==> config.mk <==
export PLATFORM = sky130hd
export DESIGN_NAME = icg_config_regs
export DESIGN_NICKNAME = d
export VERILOG_FILES = /design/src/icg_pkg.sv /design/src/icg_line_gate.sv /design/src/icg_config_regs.sv
export SDC_FILE = /design/constraint.sdc
export NUM_CORES = 1
export LEC_CHECK = 0
export ABC_CLOCK_PERIOD_IN_PS = 2600
export BUFFER_PORTS_ARGS = -buffer_cell sky130_fd_sc_hd__buf_2
export CORE_MARGIN = 3
export CORE_UTILIZATION = 50
export CTS_CLUSTER_SIZE = 16
export DETAILED_ROUTE_END_ITERATION = 8
export PLACE_DENSITY = 0.9
export SLEW_MARGIN = 0
export SYNTH_ARGS = -nofsm -noshare
export SYNTH_HDL_FRONTEND = slang
export SYNTH_SLANG_ARGS = --single-unit
==> constraint.sdc <==
create_clock -name ref_clk -period 2.6 [get_ports ref_clk]
set_input_delay 0.13 -clock ref_clk [delete_from_list [all_inputs] [get_ports ref_clk]]
set_output_delay 0.13 -clock ref_clk [all_outputs]
set_load 0.01 [all_outputs]
==> src/icg_pkg.sv <==
// Package of constants for the interrupt/DMA gating and floppy configuration block.
package icg_pkg;

  // ----------------------------------------------------------------
  // Register indices
  // ----------------------------------------------------------------
  localparam logic [7:0] IDX_ACTIVATE    = 8'h30;
  localparam logic [7:0] IDX_IRQ_SELECT  = 8'h70;
  localparam logic [7:0] IDX_DMA_SELECT  = 8'h74;
  localparam logic [7:0] IDX_MODE        = 8'hF0;
  localparam logic [7:0] IDX_OPTION      = 8'hF1;
  localparam logic [7:0] IDX_DRIVE_TYPES = 8'hF2;
  localparam logic [7:0] IDX_RSVD_ZERO   = 8'hF3;
  localparam logic [7:0] IDX_DRIVE0      = 8'hF4;
  localparam logic [7:0] IDX_DRIVE1      = 8'hF5;

  // ----------------------------------------------------------------
  // Logical device numbers
  // ----------------------------------------------------------------
  localparam logic [7:0] LDN_FLOPPY   = 8'h00;
  localparam logic [7:0] LDN_PARALLEL = 8'h03;
  localparam logic [7:0] LDN_SERIAL1  = 8'h04;
  localparam logic [7:0] LDN_SERIAL2  = 8'h05;
  localparam int         NUM_DEV      = 4;

  // ----------------------------------------------------------------
  // Reset values
  // ----------------------------------------------------------------
  localparam logic [7:0] RST_IRQ_FLOPPY  = 8'h06;
  localparam logic [7:0] RST_IRQ_OTHER   = 8'h00;
  localparam logic [7:0] RST_DMA_FLOPPY  = 8'h02;
  localparam logic [7:0] RST_DMA_OTHER   = 8'h04;
  localparam logic [7:0] RST_MODE        = 8'h0E;
  localparam logic [7:0] RST_OPTION      = 8'h00;
  localparam logic [7:0] RST_DRIVE_TYPES = 8'hFF;
  localparam logic [7:0] RST_DRIVE       = 8'h00;
  localparam logic [7:0] DRIVE_WR_MASK   = 8'h5B;

  // ----------------------------------------------------------------
  // Field positions
  // ----------------------------------------------------------------
  localparam int MODE_ENHANCED  = 0;
  localparam int MODE_NONBURST  = 1;
  localparam int MODE_IF_LSB    = 2;
  localparam int MODE_SWAP      = 4;
  localparam int MODE_PUSHPULL  = 6;
  localparam int MODE_TRISTATE  = 7;
  localparam int DOR_DMA_GATE   = 3;
  localparam int PCTL_IRQ_EN    = 4;
  localparam int ECR_SVC_MASK   = 2;
  localparam int ECR_DMA_EN     = 3;
  localparam int ECR_MODE_LSB   = 5;
  localparam int MODEM_AUX2     = 3;
  localparam int DRV_TYPE_LSB   = 0;
  localparam int DRV_RATE_LSB   = 3;
  localparam int DRV_PRECOMP    = 6;

  localparam logic [3:0] IRQ_NONE  = 4'h0;
  localparam logic [2:0] DMA_FIRST = 3'h1;
  localparam logic [2:0] DMA_LAST  = 3'h3;

  typedef enum logic [1:0] {IF_BASIC, IF_ALT, IF_RSVD, IF_AT} icg_ifmode_e;
  typedef enum logic [2:0] {
    ECR_PRINTER, ECR_SPP, ECR_FIFO, ECR_ECP, ECR_EPP, ECR_RES, ECR_TEST, ECR_CONFIG
  } icg_ecr_e;

endpackage

==> src/icg_line_gate.sv <==
// Route one device's interrupt and DMA requests onto the selected shared lines.
`timescale 1ns/1ns
module icg_line_gate #(
  parameter int NUM_IRQ = 16,
  parameter int NUM_DMA = 4
) (
  input  wire logic [3:0]         irqSel,
  input  wire logic [2:0]         dmaSel,
  input  wire logic               irqReq,
  input  wire logic               dmaReq,
  output logic      [NUM_IRQ-1:0] irqLines,
  output logic      [NUM_DMA-1:0] dmaLines,
  output logic                    dmaValid
);

  initial begin
    if (NUM_IRQ != 16 || NUM_DMA != 4) $error("icg_line_gate: unsupported line count");
  end

  always_comb begin
    irqLines = '0;
    dmaLines = '0;
    dmaValid = (dmaSel >= icg_pkg::DMA_FIRST) && (dmaSel <= icg_pkg::DMA_LAST);
    if (irqSel != icg_pkg::IRQ_NONE) begin
      irqLines[irqSel] = irqReq;
    end
    if (dmaValid) begin
      dmaLines[dmaSel[1:0]] = dmaReq;
    end
  end

endmodule

==> src/icg_config_regs.sv <==
// Configuration registers with interrupt/DMA gating and floppy vendor settings.
`timescale 1ns/1ns
module icg_config_regs #(
  parameter int NUM_IRQ = 16,
  parameter int NUM_DMA = 4
) (
  input  wire logic               ref_clk,
  input  wire logic               srst,
  input  wire logic               bus_reset_n,
  input  wire logic               softReset,
  input  wire logic [7:0]         ldnSel,
  input  wire logic [7:0]         cfgIndex,
  input  wire logic [7:0]         cfgWdata,
  input  wire logic               cfgWrite,
  input  wire logic               cfgRead,
  output logic      [7:0]         cfgRdata,
  input  wire logic [3:0]         devAddrValid,
  input  wire logic [7:0]         floppyDor,
  input  wire logic               floppyPowerDown,
  input  wire logic               floppyIrq,
  input  wire logic               floppyDrq,
  input  wire logic [7:0]         parControl,
  input  wire logic [7:0]         parEcr,
  input  wire logic               parEppMode,
  input  wire logic               parIrq,
  input  wire logic               parDrq,
  input  wire logic [7:0]         uart1IrqEnable,
  input  wire logic [7:0]         uart1ModemControl,
  input  wire logic               uart1Irq,
  input  wire logic [7:0]         uart2IrqEnable,
  input  wire logic [7:0]         uart2ModemControl,
  input  wire logic               uart2Irq,
  input  wire logic               uart2DmaEnable,
  input  wire logic               uart2Drq,
  input  wire logic [1:0]         driveSelectRaw_n,
  input  wire logic [1:0]         motorOnRaw_n,
  output logic      [NUM_IRQ-1:0] irqOut,
  output logic      [NUM_DMA-1:0] dmaReqOut,
  output logic      [1:0]         drive_select_n,
  output logic      [1:0]         motor_on_n,
  output logic      [3:0]         floppyPinOe,
  output logic                    floppyPushPull,
  output logic                    floppyEnhanced,
  output logic                    floppyNonBurst,
  output logic      [1:0]         floppyIfMode,
  output logic      [7:0]         floppyOption,
  output logic      [7:0]         floppyDriveTypes,
  output logic      [1:0]         driveTypeSel0,
  output logic      [1:0]         rateTableSel0,
  output logic                    precompDisable0,
  output logic      [1:0]         driveTypeSel1,
  output logic      [1:0]         rateTableSel1,
  output logic                    precompDisable1
);

  initial begin
    if (NUM_IRQ != 16 || NUM_DMA != 4) $error("icg_config_regs: unsupported line count");
  end

  // ----------------------------------------------------------------
  // Per-device standard registers
  // ----------------------------------------------------------------
  logic [3:0] activate;
  logic [3:0] irqSel   [icg_pkg::NUM_DEV];
  logic [2:0] dmaSel   [icg_pkg::NUM_DEV];
  logic [3:0] next_activate;
  logic [3:0] next_irqSel [icg_pkg::NUM_DEV];
  logic [2:0] next_dmaSel [icg_pkg::NUM_DEV];
  logic [7:0] modeReg;
  logic [7:0] optionReg;
  logic [7:0] typesReg;
  logic [7:0] drive0Reg;
  logic [7:0] drive1Reg;
  logic [7:0] next_modeReg;
  logic [7:0] next_optionReg;
  logic [7:0] next_typesReg;
  logic [7:0] next_drive0Reg;
  logic [7:0] next_drive1Reg;
  logic [7:0] next_cfgRdata;
  logic       devHit;
  logic [1:0] devIdx;
  logic       anyReset;

  function automatic logic [2:0] slot_of(input logic [7:0] ldn, output logic hit);
    hit = 1'b1;
    unique case (ldn)
      icg_pkg::LDN_FLOPPY:   slot_of = 3'h0;
      icg_pkg::LDN_PARALLEL: slot_of = 3'h1;
      icg_pkg::LDN_SERIAL1:  slot_of = 3'h2;
      icg_pkg::LDN_SERIAL2:  slot_of = 3'h3;
      default: begin
        hit = 1'b0;
        slot_of = 3'h0;
      end
    endcase
  endfunction

  function automatic logic [3:0] irq_reset_of(input int slot);
    irq_reset_of = (slot == 0) ? icg_pkg::RST_IRQ_FLOPPY[3:0] : icg_pkg::RST_IRQ_OTHER[3:0];
  endfunction

  function automatic logic [2:0] dma_reset_of(input int slot);
    dma_reset_of = (slot == 0) ? icg_pkg::RST_DMA_FLOPPY[2:0] : icg_pkg::RST_DMA_OTHER[2:0];
  endfunction

  always_comb begin
    logic [2:0] s;
    logic       h;
    s = slot_of(ldnSel, h);
    devHit = h;
    devIdx = s[1:0];
  end

  // Power-on (srst) restores everything and bus reset everything except cfgRdata; soft reset restores only the
  // standard activate/select registers.
  assign anyReset = srst || !bus_reset_n;

  always_comb begin
    next_activate = activate;
    next_irqSel   = irqSel;
    next_dmaSel   = dmaSel;
    if (softReset) begin
      next_activate = '0;
      for (int i = 0; i < icg_pkg::NUM_DEV; i++) begin
        next_irqSel[i] = irq_reset_of(i);
        next_dmaSel[i] = dma_reset_of(i);
      end
    end else if (cfgWrite && devHit) begin
      unique case (cfgIndex)
        icg_pkg::IDX_ACTIVATE:   next_activate[devIdx] = cfgWdata[0];
        icg_pkg::IDX_IRQ_SELECT: next_irqSel[devIdx]   = cfgWdata[3:0];
        icg_pkg::IDX_DMA_SELECT: next_dmaSel[devIdx]   = cfgWdata[2:0];
        default: ;
      endcase
    end
  end

  always_ff @(posedge ref_clk) begin
    if (anyReset) begin
      activate <= '0;
      for (int i = 0; i < icg_pkg::NUM_DEV; i++) begin
        irqSel[i] <= irq_reset_of(i);
        dmaSel[i] <= dma_reset_of(i);
      end
    end else begin
      activate <= next_activate;
      irqSel   <= next_irqSel;
      dmaSel   <= next_dmaSel;
    end
  end

  // ----------------------------------------------------------------
  // Floppy vendor registers
  // ----------------------------------------------------------------
  always_comb begin
    next_modeReg   = modeReg;
    next_optionReg = optionReg;
    next_typesReg  = typesReg;
    next_drive0Reg = drive0Reg;
    next_drive1Reg = drive1Reg;
    if (cfgWrite && ldnSel == icg_pkg::LDN_FLOPPY) begin
      unique case (cfgIndex)
        icg_pkg::IDX_MODE:        next_modeReg   = cfgWdata;
        icg_pkg::IDX_OPTION:      next_optionReg = cfgWdata;
        icg_pkg::IDX_DRIVE_TYPES: next_typesReg  = cfgWdata;
        icg_pkg::IDX_DRIVE0:      next_drive0Reg = cfgWdata & icg_pkg::DRIVE_WR_MASK;
        icg_pkg::IDX_DRIVE1:      next_drive1Reg = cfgWdata & icg_pkg::DRIVE_WR_MASK;
        default: ;
      endcase
    end
  end

  // Soft reset is deliberately absent here.
  always_ff @(posedge ref_clk) begin
    if (anyReset) begin
      modeReg   <= icg_pkg::RST_MODE;
      optionReg <= icg_pkg::RST_OPTION;
      typesReg  <= icg_pkg::RST_DRIVE_TYPES;
      drive0Reg <= icg_pkg::RST_DRIVE;
      drive1Reg <= icg_pkg::RST_DRIVE;
    end else begin
      modeReg   <= next_modeReg;
      optionReg <= next_optionReg;
      typesReg  <= next_typesReg;
      drive0Reg <= next_drive0Reg;
      drive1Reg <= next_drive1Reg;
    end
  end

  // ----------------------------------------------------------------
  // Read path
  // ----------------------------------------------------------------
  always_comb begin
    next_cfgRdata = '0;
    if (cfgRead && devHit) begin
      unique case (cfgIndex)
        icg_pkg::IDX_ACTIVATE:   next_cfgRdata = {7'h00, activate[devIdx]};
        icg_pkg::IDX_IRQ_SELECT: next_cfgRdata = {4'h0, irqSel[devIdx]};
        icg_pkg::IDX_DMA_SELECT: next_cfgRdata = {5'h00, dmaSel[devIdx]};
        default: ;
      endcase
    end
    if (cfgRead && ldnSel == icg_pkg::LDN_FLOPPY) begin
      unique case (cfgIndex)
        icg_pkg::IDX_MODE:        next_cfgRdata = modeReg;
        icg_pkg::IDX_OPTION:      next_cfgRdata = optionReg;
        icg_pkg::IDX_DRIVE_TYPES: next_cfgRdata = typesReg;
        icg_pkg::IDX_RSVD_ZERO:   next_cfgRdata = '0;
        icg_pkg::IDX_DRIVE0:      next_cfgRdata = drive0Reg;
        icg_pkg::IDX_DRIVE1:      next_cfgRdata = drive1Reg;
        default: ;
      endcase
    end
  end

  always_ff @(posedge ref_clk) begin
    if (srst) begin
      cfgRdata <= '0;
    end else begin
      cfgRdata <= next_cfgRdata;
    end
  end

  // ----------------------------------------------------------------
  // Device request gating
  // ----------------------------------------------------------------
  logic [3:0] devIrq;
  logic [3:0] devDma;
  logic       parIrqEn;
  logic [NUM_IRQ-1:0] lineIrq [icg_pkg::NUM_DEV];
  logic [NUM_DMA-1:0] lineDma [icg_pkg::NUM_DEV];
  logic [3:0]         dmaOk;
  logic               floppyEn;
  logic               ecpActive;
  icg_pkg::icg_ecr_e  ecrMode;

  always_comb begin
    ecrMode   = icg_pkg::icg_ecr_e'(parEcr[icg_pkg::ECR_MODE_LSB +: 3]);
    ecpActive = !parEppMode;
    floppyEn  = floppyDor[icg_pkg::DOR_DMA_GATE] && !floppyPowerDown;
    unique case (ecrMode)
      icg_pkg::ECR_FIFO, icg_pkg::ECR_ECP, icg_pkg::ECR_TEST: parIrqEn = 1'b1;
      default: parIrqEn = parControl[icg_pkg::PCTL_IRQ_EN];
    endcase
    // Outside ECP operation the mode field is stale, so only the control bit gates.
    if (!ecpActive) begin
      parIrqEn = parControl[icg_pkg::PCTL_IRQ_EN];
    end
    if (ecpActive && parEcr[icg_pkg::ECR_SVC_MASK]) begin
      parIrqEn = 1'b0;
    end
    // Each term except devDma[2], which is tied low, folds the activate bit and address validity with local enables.
    devIrq[0] = activate[0] && devAddrValid[0] && floppyEn && floppyIrq;
    devDma[0] = activate[0] && devAddrValid[0] && floppyEn && floppyDrq;
    devIrq[1] = activate[1] && devAddrValid[1] && parIrqEn && parIrq;
    devDma[1] = activate[1] && devAddrValid[1] && parEcr[icg_pkg::ECR_DMA_EN] && parDrq;
    devIrq[2] = activate[2] && devAddrValid[2] && (|uart1IrqEnable[3:0])
                && uart1ModemControl[icg_pkg::MODEM_AUX2] && uart1Irq;
    devDma[2] = 1'b0;
    devIrq[3] = activate[3] && devAddrValid[3] && (|uart2IrqEnable[3:0])
                && uart2ModemControl[icg_pkg::MODEM_AUX2] && uart2Irq;
    devDma[3] = activate[3] && devAddrValid[3] && uart2DmaEnable && uart2Drq;
  end

  for (genvar g = 0; g < icg_pkg::NUM_DEV; g++) begin : gateGen
    icg_line_gate #(.NUM_IRQ(NUM_IRQ), .NUM_DMA(NUM_DMA)) u_gate (
      .irqSel   (irqSel[g]),
      .dmaSel   (dmaSel[g]),
      .irqReq   (devIrq[g]),
      .dmaReq   (devDma[g]),
      .irqLines (lineIrq[g]),
      .dmaLines (lineDma[g]),
      .dmaValid (dmaOk[g])
    );
  end

  // Unselected lines have no contributor and so stay low.
  always_comb begin
    logic [NUM_IRQ-1:0] accI;
    logic [NUM_DMA-1:0] accD;
    accI = '0;
    accD = '0;
    for (int i = 0; i < icg_pkg::NUM_DEV; i++) begin
      accI = accI | lineIrq[i];
      accD = accD | lineDma[i];
    end
    irqOut    = accI;
    dmaReqOut = accD;
  end

  // ----------------------------------------------------------------
  // Floppy pin control
  // ----------------------------------------------------------------
  always_comb begin
    if (modeReg[icg_pkg::MODE_SWAP]) begin
      drive_select_n = {driveSelectRaw_n[0], driveSelectRaw_n[1]};
      motor_on_n     = {motorOnRaw_n[0], motorOnRaw_n[1]};
    end else begin
      drive_select_n = driveSelectRaw_n;
      motor_on_n     = motorOnRaw_n;
    end
    // Open drain drives only low; push-pull drives always; the tristate bit overrides both.
    floppyPinOe = ~{motor_on_n, drive_select_n};
    if (modeReg[icg_pkg::MODE_PUSHPULL]) begin
      floppyPinOe = 4'hF;
    end
    if (modeReg[icg_pkg::MODE_TRISTATE]) begin
      floppyPinOe = 4'h0;
    end
    floppyPushPull   = modeReg[icg_pkg::MODE_PUSHPULL];
    floppyEnhanced   = modeReg[icg_pkg::MODE_ENHANCED];
    floppyNonBurst   = modeReg[icg_pkg::MODE_NONBURST];
    floppyIfMode     = modeReg[icg_pkg::MODE_IF_LSB +: 2];
    floppyOption     = optionReg;
    floppyDriveTypes = typesReg;
    driveTypeSel0    = drive0Reg[icg_pkg::DRV_TYPE_LSB +: 2];
    rateTableSel0    = drive0Reg[icg_pkg::DRV_RATE_LSB +: 2];
    precompDisable0  = drive0Reg[icg_pkg::DRV_PRECOMP];
    driveTypeSel1    = drive1Reg[icg_pkg::DRV_TYPE_LSB +: 2];
    rateTableSel1    = drive1Reg[icg_pkg::DRV_RATE_LSB +: 2];
    precompDisable1  = drive1Reg[icg_pkg::DRV_PRECOMP];
  end

endmodule

== Yosys cells after proc, flatten, opt, wreduce, memory -nomap -nowiden ==
Cells that the tools add are included.

* Bits in registers: 74
* Latch bits: 0
* Bits in writable memories: 0
* Bits in read-only memories: 0
* Output and inout bits: 67
* Word-level logic and storage cells: 178
* Memories kept: 0

* Add/sub/neg operators: 0
* Multiply operators: 0
* Div/mod/pow operators: 0
* $lt $le $gt $ge: 24
* Equality and inequality tests: 15
* Shifts and indexed selects: 0
* Muxes and demuxes: 51
* Bitwise gates (word level): 14
* Reductions and logical operators: 59

{| class="wikitable"
|+ Operators with widths
! cell !! count
|-
| bitwise AND 16 bit || 4
|-
| 2-to-1 mux 16 bit || 4
|-
| equality test 8 bit, second input constant || 6
|-
| bitwise OR 16 bit || 3
|-
| one-hot mux 8 bit (6 select lines) || 1
|-
| logical AND 1 bit || 37
|-
| 2-to-1 mux 4 bit || 9
|-
| < comparator 4 x 5 -> 1 bit, second input constant || 4
|-
| bitwise mux 16 bit || 1
|-
| demux 1 bit (select 4 bit) || 4
|-
| equality test 8 x 3 -> 1 bit, second input constant || 2
|-
| equality test 8 x 7 -> 1 bit, second input constant || 2
|-
| >= comparator 4 x 1 -> 1 bit, second input constant || 4
|-
| AND reduction 2 bit || 8
|-
| nonzero test 4 bit || 4
|-
| 2-to-1 mux 1 bit || 13
|-
| bitwise AND 4 bit || 3
|-
| bitwise mux 12 bit || 1
|-
| < comparator 2 x 3 -> 1 bit, second input constant || 4
|-
| one-hot mux 4 bit (3 select lines) || 1
|-
| OR reduction 4 bit || 3
|-
| >= comparator 3 x 1 -> 1 bit, second input constant || 3
|-
| less-or-equal comparator 3 x 2 -> 1 bit, second input constant || 3
|-
| 2-to-1 mux 3 bit || 3
|-
| 25 further kinds || 36
|}

== Longest topological paths before layout ==
Gate-level depths: netlist of the first run.

* Depth after elaboration: 12
* Gate-level depth with buffers: 7
* Mapped depth without buffers: 5

== Cells and area by module ==
Synthesis of the first run repeated with hierarchy kept, for this count alone.

* Cells, all modules: 551
* Area total of the unflattened synthesis: 4503.1 um^2

{| class="wikitable"
|+ Modules (own cells, without submodules)
! module !! instances !! cells an instance !! area each (um^2) !! seq. area each (um^2)
|-
| icg_config_regs || 1 || 431 || 3852.4 || 1481.4
|-
| icg_line_gate at gateGen[0].u_gate ... || 3 || 30 || 161.4 || 0.0
|-
| icg_line_gate at gateGen[3].u_gate || 1 || 30 || 166.4 || 0.0
|}

== Worst setup path before layout of the first run ==
Ideal clock, no wire load.

* Path type: input-to-reg
* From: input cfgIndex[0]
* To: register irqSel[1] in the netlist's numbering
* Arrival: 1.490 ns
* Setup slack: 1.039 ns
* Stages: 7
* Cell sequence: buf_4 nor3_2 nand4b_2 nor4_4 and4_1 buf_2 mux2i_1

* Word-level cells in the longest chain between the ends: 2

{| class="wikitable"
|+ RTL lines
! what !! line !! RTL
|-
| from (decl) || icg_config_regs.sv:12 || <nowiki>input wire logic [7:0] cfgIndex,</nowiki>
|-
| equality test 8 x 7 -> 1 bit || icg_config_regs.sv:129 || <nowiki>unique case (cfgIndex)</nowiki>
|-
| AND reduction 2 bit (no source line) || n/a ||
|-
| to (signal, indexed assignment) || icg_config_regs.sv:142 || <nowiki>irqSel[i] <= irq_reset_of(i);</nowiki>
|-
| to (signal assigned) || icg_config_regs.sv:147 || <nowiki>irqSel <= next_irqSel;</nowiki>
|-
| to (decl) || icg_config_regs.sv:64 || <nowiki>logic [3:0] irqSel [icg_pkg::NUM_DEV];</nowiki>
|}

Every way passes these cells.
A chain may end at the register's enable or synchronous reset.

== Worst setup path in the final report of the first run ==
* From: register activate[3]
* To: output irqOut[5]

* Word-level cells in the longest chain between the ends: 7

{| class="wikitable"
|+ RTL lines
! what !! line !! RTL
|-
| from (decl) || icg_config_regs.sv:63 || <nowiki>logic [3:0] activate;</nowiki>
|-
| from (signal assigned) || icg_config_regs.sv:146 || <nowiki>activate <= next_activate;</nowiki>
|-
| logical AND 1 bit (2 in a row) || icg_config_regs.sv:260 || <nowiki>devIrq[3] = activate[3] && devAddrValid[3] && (|uart2IrqEnable[3:0])</nowiki>
|-
| logical AND 1 bit (2 in a row) || icg_config_regs.sv:261 || <nowiki>&& uart2ModemControl[icg_pkg::MODEM_AUX2] && uart2Irq;</nowiki>
|-
| bitwise AND 16 bit (no source line) || n/a ||
|-
| 2-to-1 mux 16 bit || icg_line_gate.sv:24 || <nowiki>if (irqSel != icg_pkg::IRQ_NONE) begin</nowiki>
|-
| bitwise OR 16 bit || icg_config_regs.sv:284 || <nowiki>accI = accI | lineIrq[i];</nowiki>
|-
| to (decl) || icg_config_regs.sv:37 || <nowiki>output logic [NUM_IRQ-1:0] irqOut,</nowiki>
|}

Every way passes these cells.

==> results of run 1 <==
## per-stage QoR
step / hold slack (ns) / power, mW / utilization [%] / worst slack, ns / area, um^2
floorplan: 0.258 / 1.26 / - / 1.04 / 4420
global placement: 0.375 / 1.35 / 60.7 / 0.677 / 5080
detailed placement: 0.387 / 1.35 / 60.7 / 0.617 / 5080
CTS: 0.0206 / 2.39 / 63.4 / 0.319 / 5320
global route: 0.0262 / 2.46 / 63.4 / 0.132 / 5320
finish: 0.0294 / 2.40 / 63.4 / 0.357 / 5320
## routing by layer
layer	vias to the layer above	share of wire, %	GRT usage (%)
met2	309	47	43.0
met1	2184	38	31.2
li1	2195	-	-
met5	-	0	0
met4	0	3.5	12.4
met3	57	12	7.02
## cells by family (layout without fill, tap and decap cells)
group / Yosys count / in the layout / share of synthesized area, %
buffers and inverters: 51 / 165 / 5.10
DFF: 74 / 74 / 33.5
muxes: 59 / 59 / 13.6
and+or+nand+nor: 243 / 243 / 30.3
AOI/OAI and AO/OA: 106 / 106 / 17.0
other: 1 / 2 / 0.0849
xor gates and xnor gates: 1 / 1 / 0.368
## worst min-delay path, cell delays in order
cell	delay, ns
buf_2	0.10
nand3_1	0.06
o21ai_0	0.06
## synthesized netlist by cell type, types with 2 or more instances
| library cell | instances |
|---|---|
| o221ai_1 | 5 |
| o21ai_0 | 27 |
| nor2b_1 | 12 |
| and2_1 | 3 |
| nand4b_1 | 2 |
| o32ai_1 | 2 |
| a21o_1 | 2 |
| mux2_2 | 8 |
| mux2i_1 | 51 |
| a211oi_1 | 2 |
| a22o_1 | 8 |
| nor3b_1 | 2 |
| nand3_1 | 47 |
| nor2_1 | 33 |
| nor3_2 | 3 |
| o32a_1 | 3 |
| dfxtp_1 | 74 |
| buf_2 | 11 |
| nand4_1 | 9 |
| nor3_1 | 9 |
| nand2_1 | 81 |
| nor4_1 | 5 |
| a22oi_1 | 12 |
| a32oi_1 | 3 |
| a21oi_1 | 16 |
| o2bb2ai_1 | 7 |
| nand2b_1 | 6 |
| and4b_1 | 3 |
| inv_1 | 13 |
| nor4_4 | 4 |
| nor4b_1 | 6 |
| buf_1 | 2 |
| o211ai_1 | 2 |
| o22a_1 | 3 |
| o22ai_1 | 2 |
| clkbuf_1 | 19 |
| nand3b_1 | 3 |
| buf_4 | 5 |
| a221o_1 | 8 |
| nor3b_2 | 2 |
| and3b_1 | 2 |
## sequential cells by signal (all words and copies together), names as in the netlist
signal	cells
irqSel	16
floppyDriveTypes	8
cfgRdata	8
activate	4
dmaSel	12
drive1Reg	5
floppyOption	8
modeReg	8
drive0Reg	5
## area by class of cell
cell class,count,area share (%)
Sequential cell,74,27.9
Multi-Input combinational cell,411,51.1
Clock inverter,5,1.95
Timing Repair Buffer,137,13.3
Clock buffer,10,2.40
Inverter,13,0.918
Tap cell,105,2.47
## final timing paths
kind	startpoint	to	slack, ns	cells after the start
min reg2reg	modeReg[5]	modeReg[5]	0.47	2
min	cfgWdata[5]	floppyOption[5]	0.03	3
max reg2reg	irqSel[6]	cfgRdata[2]	1.17	5
max	activate[3]	irqOut[5]	0.36	5
## where the power goes
group	leakage, nW	total, mW	switching [mW]	internal [mW]
Combinational	1.55	0.198	0.122	0.0766
Clock	0.116	1.07	0.434	0.633
Sequential	0.596	1.13	0.00000267	1.13
==> metrics.md, run 1 <==
| Metric | Value |
|---|---|
| Synth warn | `0` |
| Leak | `around 2.3 nW` |
| DR vias/cell | `6.28` |
| Wirelength per Cell | `~18 um` |
| Post-route DRC violation count | `0` |
| Die Height | `between 90 and 100 um` |
| Setup violation total in the final timing report | `0` |
| Boundary Pins | `171` |
| Mapped Avg Cell Area | `8.26 um^2` |
| Cell count after synthesis | `535` |
| First-pass detailed-route iteration total | `5` |
| Layout cells sized above 1 | `27.4%` |
| Synth area leaders | `dfxtp_1 34%, mux2i_1 12%, nand2_1 6.9%` |
| Inserted Diodes | `0` |
| TritonCTS clock tree | `done` |
| Antenna Violating Nets Remaining | `0` |
| CP peak stage delay | `0.63 ns` |
| Synth area leader | `dfxtp_1` |
| Unrepaired setup endpoints after global routing | `false` |
| CTS buffer count | `9` |
| Post-synth top flop | `dfxtp_1` |
| Library cells used by synthesis | `59` |
| # hold bufs at CTS | `0` |
| CP Buf/Inv Count | `1` |
| Max cap viols | `0` |
| Setup_tns | `0 ns` |
| Clock Skews | `0.0117 ns` |
| Num rows | `33` |
| Commonest non-fill, non-tap cells in the layout | `129 x buf_2, 81 x nand2_1, 74 x dfxtp_1, 51 x mux2i_1, 47 x nand3_1` |
| Worst-path clk slew | `around 0.08 ns` |
| Endpoints failing hold | `0` |
| Power Dens Cells | `451 mW/mm^2` |
| Layout Nets | `between 700 and 800` |
| Most common cell after layout, fill and taps aside | `buf_2` |
| Sequential-to-total area share from yosys stat | `33.5%` |
| Startpoint class of the critical path | `flop` |
| Slowest stage cell on the critical path | `nor4b_1` |
| Max H-tree Level | `3` |
| Max Freq | `446 MHz` |
| Synth async-reset ratio | `0%` |
| DR iter-0 viols | `367` |
| Longest Clk Path Bufs | `2` |
| Outcome | `finished clean` |
| Total core area | `0.00838 mm^2` |
| Post-CTS Setup Repair Bufs | `0` |
| Crit path DAT | `2.11 ns` |
| Post-CTS Resized | `0` |
| Aggregate global routing overflow | `0` |
| All-layer global routing usage | `26.0%` |
| # placed instances | `740` |
| Final Max Tran Viols | `0` |
| Critical path type | `flop to output pin` |
| Post-Syn Area | `approximately 0.0044 mm^2` |
| Crit. End Element | `output pin` |
| Non-filler cells, final | `about 760` |
| CP top delay family | `simple AND/OR/NAND/NOR gates` |
| Register area | `approximately 0.0015 mm^2` |
| Initial Util | `52.7%` |
| Worst min-delay path class | `input pin to flop` |
| Critical Path Fanout Max | `4` |
| Number of I/O port buffers | `approximately 130` |
| Final wirelength | `13400 um` |
| Gpl congestion | `0.978` |
| Clock Sinks | `74` |
| Root Driver | `clkbuf_8` |
| FILL cells | `695` |
| Top cell type's share of synthesized area | `33.5%` |
| Die area | `between 0.009 and 0.01 mm^2` |
| Max VDD drop | `0.313 mV` |
| Global-route wire length before repair | `21200 um` |
| Tmin final | `2.24 ns` |
| Dpl hpwl | `10000 um` |
| Crit-path cells | `nand4_1, nor4b_1, a22o_1, a221o_1, buf_2` |
| Fin crit share | `between 80% and 90%` |
| Initial antenna violation count | `0` |
| Worst slew margin | `48.1%` |
| Clk_lat worst skew | `~0.35 ns` |
| Multi-input gate area | `0.00272 mm^2` |
| Vias in the first global route | `4521` |
| Die W | `100 um` |
| Area growth from synthesis to layout | `20.3%` |
| EDFF count, synth | `0` |
| Largest net degree at the start of global routing | `48` |
| Synth Register Bits | `between 70 and 80` |
| Worst slew pin tran | `0.773 ns` |
| Via count | `4745` |
| CP Data Required Time | `roughly 2.5 ns` |
Power figures use the tool's default switching activity.
==> run 2: changes to the inputs <==
- PLACE_DENSITY: 0.9 -> 0.83
==> metrics.md, run 2 (synthesized netlist as in run 1, its figures left out) <==
| Metric | Value |
|---|---|
| Outcome | `finished clean` |
| Crit-path cells | `nand3_1, a21o_1, nor4b_1, nand3_1, nand3_1, buf_2` |
| Final WS setup | `0.258 ns (-0.0991 ns)` |
| Critical Path Fanout Max | `4 (unchanged)` |
| First-pass detailed-route iteration total | `5 (unchanged)` |
| Final core occ | `63.1% (-0.31 points)` |
| Gpl congestion | `0.946 (-3.3%)` |
| Crit path DAT | `2.21 ns (+0.10 ns)` |
| Max VDD drop | `0.400 mV (+28%)` |
| Longest Clk Path Bufs | `2 (unchanged)` |
| Unrepaired setup endpoints after global routing | `false` |
| Hold_sp | `cfgWdata[5]` |
| Number of I/O port buffers | `129 (unchanged)` |
| Worst slew margin | `38.5% (-9.6 points)` |
| CP peak stage delay | `0.76 ns (+0.13 ns)` |
| Setup violation total in the final timing report | `0 (unchanged)` |
| Post-DP Area | `0.00508 mm^2 (-0.15%)` |
| Clock Skews | `0.0126 ns (+0.000856 ns)` |
| Max Freq | `427 MHz (-4.2%)` |
| Post-CTS Setup Repair Bufs | `0 (unchanged)` |
| CP top delay family | `simple AND/OR/NAND/NOR gates` |
| Die area | `0.0100 mm^2 (unchanged)` |
| Boundary Pins | `171 (unchanged)` |
| Root Driver | `clkbuf_8` |
| Num rows | `33 (unchanged)` |
| Layout Nets | `749 (-0.13%)` |
| Area growth from synthesis to layout | `19.7%` |
| Largest net degree at the start of global routing | `47 (-2.1%)` |
| Critical path type | `flop to output pin` |
| Worst-path clk slew | `0.09 ns (about the same)` |
| Vias in the first global route | `4314 (-4.6%)` |
| FF-to-FF Start | `irqSel[6]` |
| Final Max Tran Viols | `0 (unchanged)` |
| TritonCTS clock tree | `done` |
| Clock share of power | `41.6% (-2.9 points)` |
| Tmin final | `2.34 ns (+0.0991 ns)` |
| Total core area | `0.00838 mm^2 (unchanged)` |
| Total power after layout | `2.28 mW (-5.0%)` |
| Leak | `2.25 nW (-0.51%)` |
| Die W | `100 um (unchanged)` |
| # hold bufs at CTS | `0 (unchanged)` |
| R2R Setup Slk | `1.23 ns (+0.06 ns)` |
| CP Buf/Inv Count | `1 (unchanged)` |
| Post-layout instance area | `0.00529 mm^2 (-0.49%)` |
| Post-Place Setup Slack | `0.644 ns (+0.0271 ns)` |
| All-layer global routing usage | `25.6% (-0.42 points)` |
| Post-CTS Resized | `0 (unchanged)` |
| Dpl hpwl | `9840 um (-1.7%)` |
| Crit path from | `activate[1]` |
| Wirelength per Cell | `17.1 um (-3.8%)` |
| DR vias/cell | `6.08 (-3.2%)` |
| Final wirelength | `12900 um (-3.8%)` |
| Power Dens Cells | `431 mW/mm^2 (-4.5%)` |
| Flop pwr share | `49.7% (+2.5 points)` |
| Setup_tns | `0 ns (unchanged)` |
| Antenna Violating Nets Remaining | `0 (unchanged)` |
| Slowest stage cell on the critical path | `nor4b_1` |
| Endpoints failing hold | `0 (unchanged)` |
| FILL cells | `720 (+3.6%)` |
| CP Data Required Time | `2.47 ns (about the same)` |
| Sw power | `0.569 mW (+2.4%)` |
| Via count | `4591 (-3.2%)` |
| Max cap viols | `0 (unchanged)` |
| Aggregate global routing overflow | `0 (unchanged)` |
| Commonest non-fill, non-tap cells in the layout | `129 x buf_2, 81 x nand2_1, 74 x dfxtp_1, 51 x mux2i_1, 47 x nand3_1` |
| Gate power share | `8.7% (+0.4 points)` |
| CTS buffer count | `9 (unchanged)` |
| Most Frequent Cell on Critical Path | `nand3_1` |
| DR iter-0 viols | `298 (-19%)` |
| Fin crit share | `90.1% (+3.8 points)` |
| Worst min-delay path class | `input pin to flop` |
| Largest regs | `irqSel: 16 flops, dmaSel: 12 flops` |
| Crit. End Element | `output pin` |
| Clk_lat worst skew | `0.36 ns (about the same)` |
| Int Pwr | `1.71 mW (-7.2%)` |
| Layout cells sized above 1 | `27.5% (+0.15 points)` |
| Post-route DRC violation count | `0 (unchanged)` |
| Startpoint class of the critical path | `flop` |
| Inserted Diodes | `0 (unchanged)` |
| Max reg flops | `16 (unchanged)` |
| Worst slew pin tran | `0.910 ns (+0.137 ns)` |
| Max H-tree Level | `3 (unchanged)` |
| Initial Util | `52.7% (unchanged)` |
| Clock Sinks | `74 (unchanged)` |
| Most common cell after layout, fill and taps aside | `buf_2` |
| Sw frac | `25.0% (+1.8 points)` |
| Global-route wire length before repair | `20700 um (-2.1%)` |
| Initial antenna violation count | `0 (unchanged)` |
| Reg with most FFs | `irqSel` |
| Die Height | `100 um (unchanged)` |
-- run 2: power by group through the flow --
stage                     Clock, mW  Sequential [mW]  Combinational, mW
after floorplan                   0             1.16              0.104
after global placement            0             1.16              0.188
after detailed placement          0             1.16              0.194
after CTS                     0.956             1.13              0.196
after global routing           1.00             1.13              0.214
final                         0.948             1.13              0.198
-- run 2: final cells by class --
class / count / area [um^2] / share of cell area [%]
multi-input combinational: 411 / 2720 / 51.4
sequential: 74 / 1480 / 28.0
timing repair buffer: 136 / 698 / 13.2
clock buffer: 11 / 151 / 2.86
tap: 105 / 131 / 2.48
clock inverter: 5 / 61.3 / 1.16
inverter: 13 / 48.8 / 0.923
-- run 2: final timing paths --
check | cells past startpoint | endpoint
max | 6 | irqOut[11]
min | 3 | modeReg[5]
max reg2reg | 5 | cfgRdata[2]
min reg2reg | 2 | dmaSel[4]
-- run 2: metal layers --
layer	up-vias	track usage (%)	share of wire, %
met5	-	0	0
li1	2189	-	-
met4	0	10.4	2.4
met2	198	42.8	48
met3	25	5.70	8.1
met1	2179	31.8	42
-- run 2: worst register-to-register path, delay by kind of cell, from the launching register on --
kind,cells,cell delay (ns)
muxes,1,0.10
AOI/OAI and AO/OA,4,0.74
DFF,1,0.43
-- run 2: through the flow --
step           cells  hold WS (ns)
6_report         755        0.0120
3_5_place_dp     739         0.389
5_1_grt          755        0.0419
2_1_floorplan    536         0.258
4_1_cts          755       0.00599
3_3_place_gp     739         0.377
==> run 3: changes to the inputs <==
- CTS_BUF_LIST: default -> sky130_fd_sc_hd__clkbuf_4 sky130_fd_sc_hd__clkbuf_8
- GPL_TIMING_DRIVEN: default -> 0
==> metrics.md, run 3 (synthesized netlist as in run 1, its figures left out) <==
| Metric | Value |
|---|---|
| Largest regs | `irqSel: 16 flops, dmaSel: 12 flops` |
| Sw frac | `25.0% (about the same)` |
| Worst slew margin | `44.8% (+6.3 points)` |
| Post-DP Area | `0.00519 mm^2 (+2.2%)` |
| Worst slew pin tran | `0.816 ns (-0.0938 ns)` |
| Gate power share | `9.0% (+0.3 points)` |
| Boundary Pins | `171 (unchanged)` |
| Die area | `0.0100 mm^2 (unchanged)` |
| # placed instances | `768 (+3.9%)` |
| Longest Clk Path Bufs | `2 (unchanged)` |
| Worst min-delay path class | `input pin to flop` |
| Non-filler cells, final | `784 (+3.8%)` |
| Final Max Tran Viols | `0 (unchanged)` |
| Die Height | `100 um (unchanged)` |
| All-layer global routing usage | `28.3% (+2.8 points)` |
| Worst-path clk slew | `0.09 ns (about the same)` |
| Die W | `100 um (unchanged)` |
| Max H-tree Level | `3 (unchanged)` |
| Most common cell after layout, fill and taps aside | `buf_2` |
| Clk_lat worst skew | `0.37 ns (about the same)` |
| Antenna Violating Nets Remaining | `0 (unchanged)` |
| Global-route wire length before repair | `22900 um (+10%)` |
| Critical Path Fanout Max | `4 (unchanged)` |
| Dpl hpwl | `10700 um (+9.2%)` |
| Layout cells sized above 1 | `27.4% (-0.15 points)` |
| Vias in the first global route | `4676 (+8.4%)` |
| Inserted Diodes | `0 (unchanged)` |
| Largest net degree at the start of global routing | `14 (-70%)` |
| Layout Nets | `778 (+3.9%)` |
| TritonCTS clock tree | `done` |
| Unrepaired setup endpoints after global routing | `false` |
| Max Freq | `432 MHz (+1.3%)` |
| Initial antenna violation count | `0 (unchanged)` |
| Reg with most FFs | `irqSel` |
| DR iter-0 viols | `386 (+30%)` |
| Crit path DAT | `2.18 ns (-0.03 ns)` |
| Startpoint class of the critical path | `flop` |
| Clock Sinks | `74 (unchanged)` |
| Post-CTS Resized | `0 (unchanged)` |
| Setup violation total in the final timing report | `0 (unchanged)` |
| Root Driver | `clkbuf_8` |
| Max cap viols | `0 (unchanged)` |
| Area growth from synthesis to layout | `22.5%` |
| Via count | `4835 (+5.3%)` |
| Commonest non-fill, non-tap cells in the layout | `138 x buf_2, 81 x nand2_1, 74 x dfxtp_1, 51 x mux2i_1, 47 x nand3_1` |
| Int Pwr | `1.77 mW (+3.4%)` |
| Wirelength per Cell | `18.0 um (+5.0%)` |
| Crit. End Element | `output pin` |
| DR vias/cell | `6.17 (+1.4%)` |
| Total core area | `0.00838 mm^2 (unchanged)` |
| CTS buffer count | `9 (unchanged)` |
| Aggregate global routing overflow | `0 (unchanged)` |
| Post-route DRC violation count | `0 (unchanged)` |
| Final wirelength | `14100 um (+9.0%)` |
| CP Data Required Time | `2.47 ns (about the same)` |
| First-pass detailed-route iteration total | `7 (+2)` |
| Number of I/O port buffers | `127 (-1.6%)` |
| Flop pwr share | `48.1% (-1.6 points)` |
| Total power after layout | `2.35 mW (+3.4%)` |
| Initial Util | `52.7% (unchanged)` |
| # hold bufs at CTS | `0 (unchanged)` |
| Max reg flops | `16 (unchanged)` |
| Tmin final | `2.31 ns (-0.0294 ns)` |
| Fin crit share | `88.9% (-1.1 points)` |
| Post-CTS Setup Repair Bufs | `0 (unchanged)` |
| Outcome | `finished clean` |
| Final core occ | `64.5% (+1.4 points)` |
| Clock share of power | `42.9% (+1.3 points)` |
| Leak | `2.31 nW (+2.6%)` |
| FILL cells | `696 (-3.3%)` |
| Num rows | `33 (unchanged)` |
| Power Dens Cells | `435 mW/mm^2 (+1.1%)` |
| Endpoints failing hold | `0 (unchanged)` |
| Max VDD drop | `0.264 mV (-34%)` |
| Sw power | `0.588 mW (+3.3%)` |
| Clock Skews | `0.0183 ns (+0.00570 ns)` |
| Critical path type | `flop to output pin` |
| Gpl congestion | `0.981 (+3.7%)` |
| Setup_tns | `0 ns (unchanged)` |
| Post-layout instance area | `0.00541 mm^2 (+2.3%)` |
run 3: final timing paths:
kind / to / slack [ns] / depth (start not counted) / from
setup reg to reg: cfgRdata[1] / 1.06 / 6 / irqSel[1]
setup / recovery: irqOut[7] / 0.29 / 5 / activate[3]
hold reg to reg: dmaSel[3] / 0.48 / 2 / dmaSel[3]
hold / removal: floppyOption[5] / 0.01 / 3 / cfgWdata[5]
run 3: power by group through the flow:
stage / logic, mW / registers (mW) / clock network [mW]
final: 0.212 / 1.13 / 1.01
after global routing: 0.227 / 1.13 / 1.07
after CTS: 0.208 / 1.13 / 1.01
after detailed placement: 0.206 / 1.16 / 0
after global placement: 0.199 / 1.16 / 0
after floorplan: 0.104 / 1.16 / 0
run 3: final cells by class:
cell class / instances / area [um^2] / share of cell area (%)
multi-input cells: 411 / 2710 / 50.2
flip-flops and latches: 74 / 1480 / 27.4
repair buffers: 127 / 636 / 11.8
plain buffers: 38 / 176 / 3.26
clock buffers: 10 / 131 / 2.43
well taps: 105 / 131 / 2.43
clock inverters: 6 / 90.1 / 1.67
inverters: 13 / 48.8 / 0.902
run 3: critical path, cell delays in order (launching register included):
cell	delay, ns
dfxtp_1	0.39
nand4_1	0.23
nor4b_1	0.70
a32oi_1	0.23
nand3_1	0.14
buf_2	0.14
run 3: routing by layer:
layer / global-route usage, % / share of wire [%] / up-vias
li1: - / - / 2243
met1: 36.5 / 40 / 2279
met2: 47.3 / 48 / 276
met3: 5.14 / 9.9 / 37
met4: 10.9 / 2.5 / 0
met5: 0 / 0 / -
run 3: stage by stage:
step / hold WS (ns) / setup slack [ns]
finish: 0.0148 / 0.287
global route: 0.0506 / 0.126
CTS: 0.00723 / 0.296
detailed placement: 0.398 / 0.566
global placement: 0.381 / 0.634
floorplan: 0.258 / 1.04
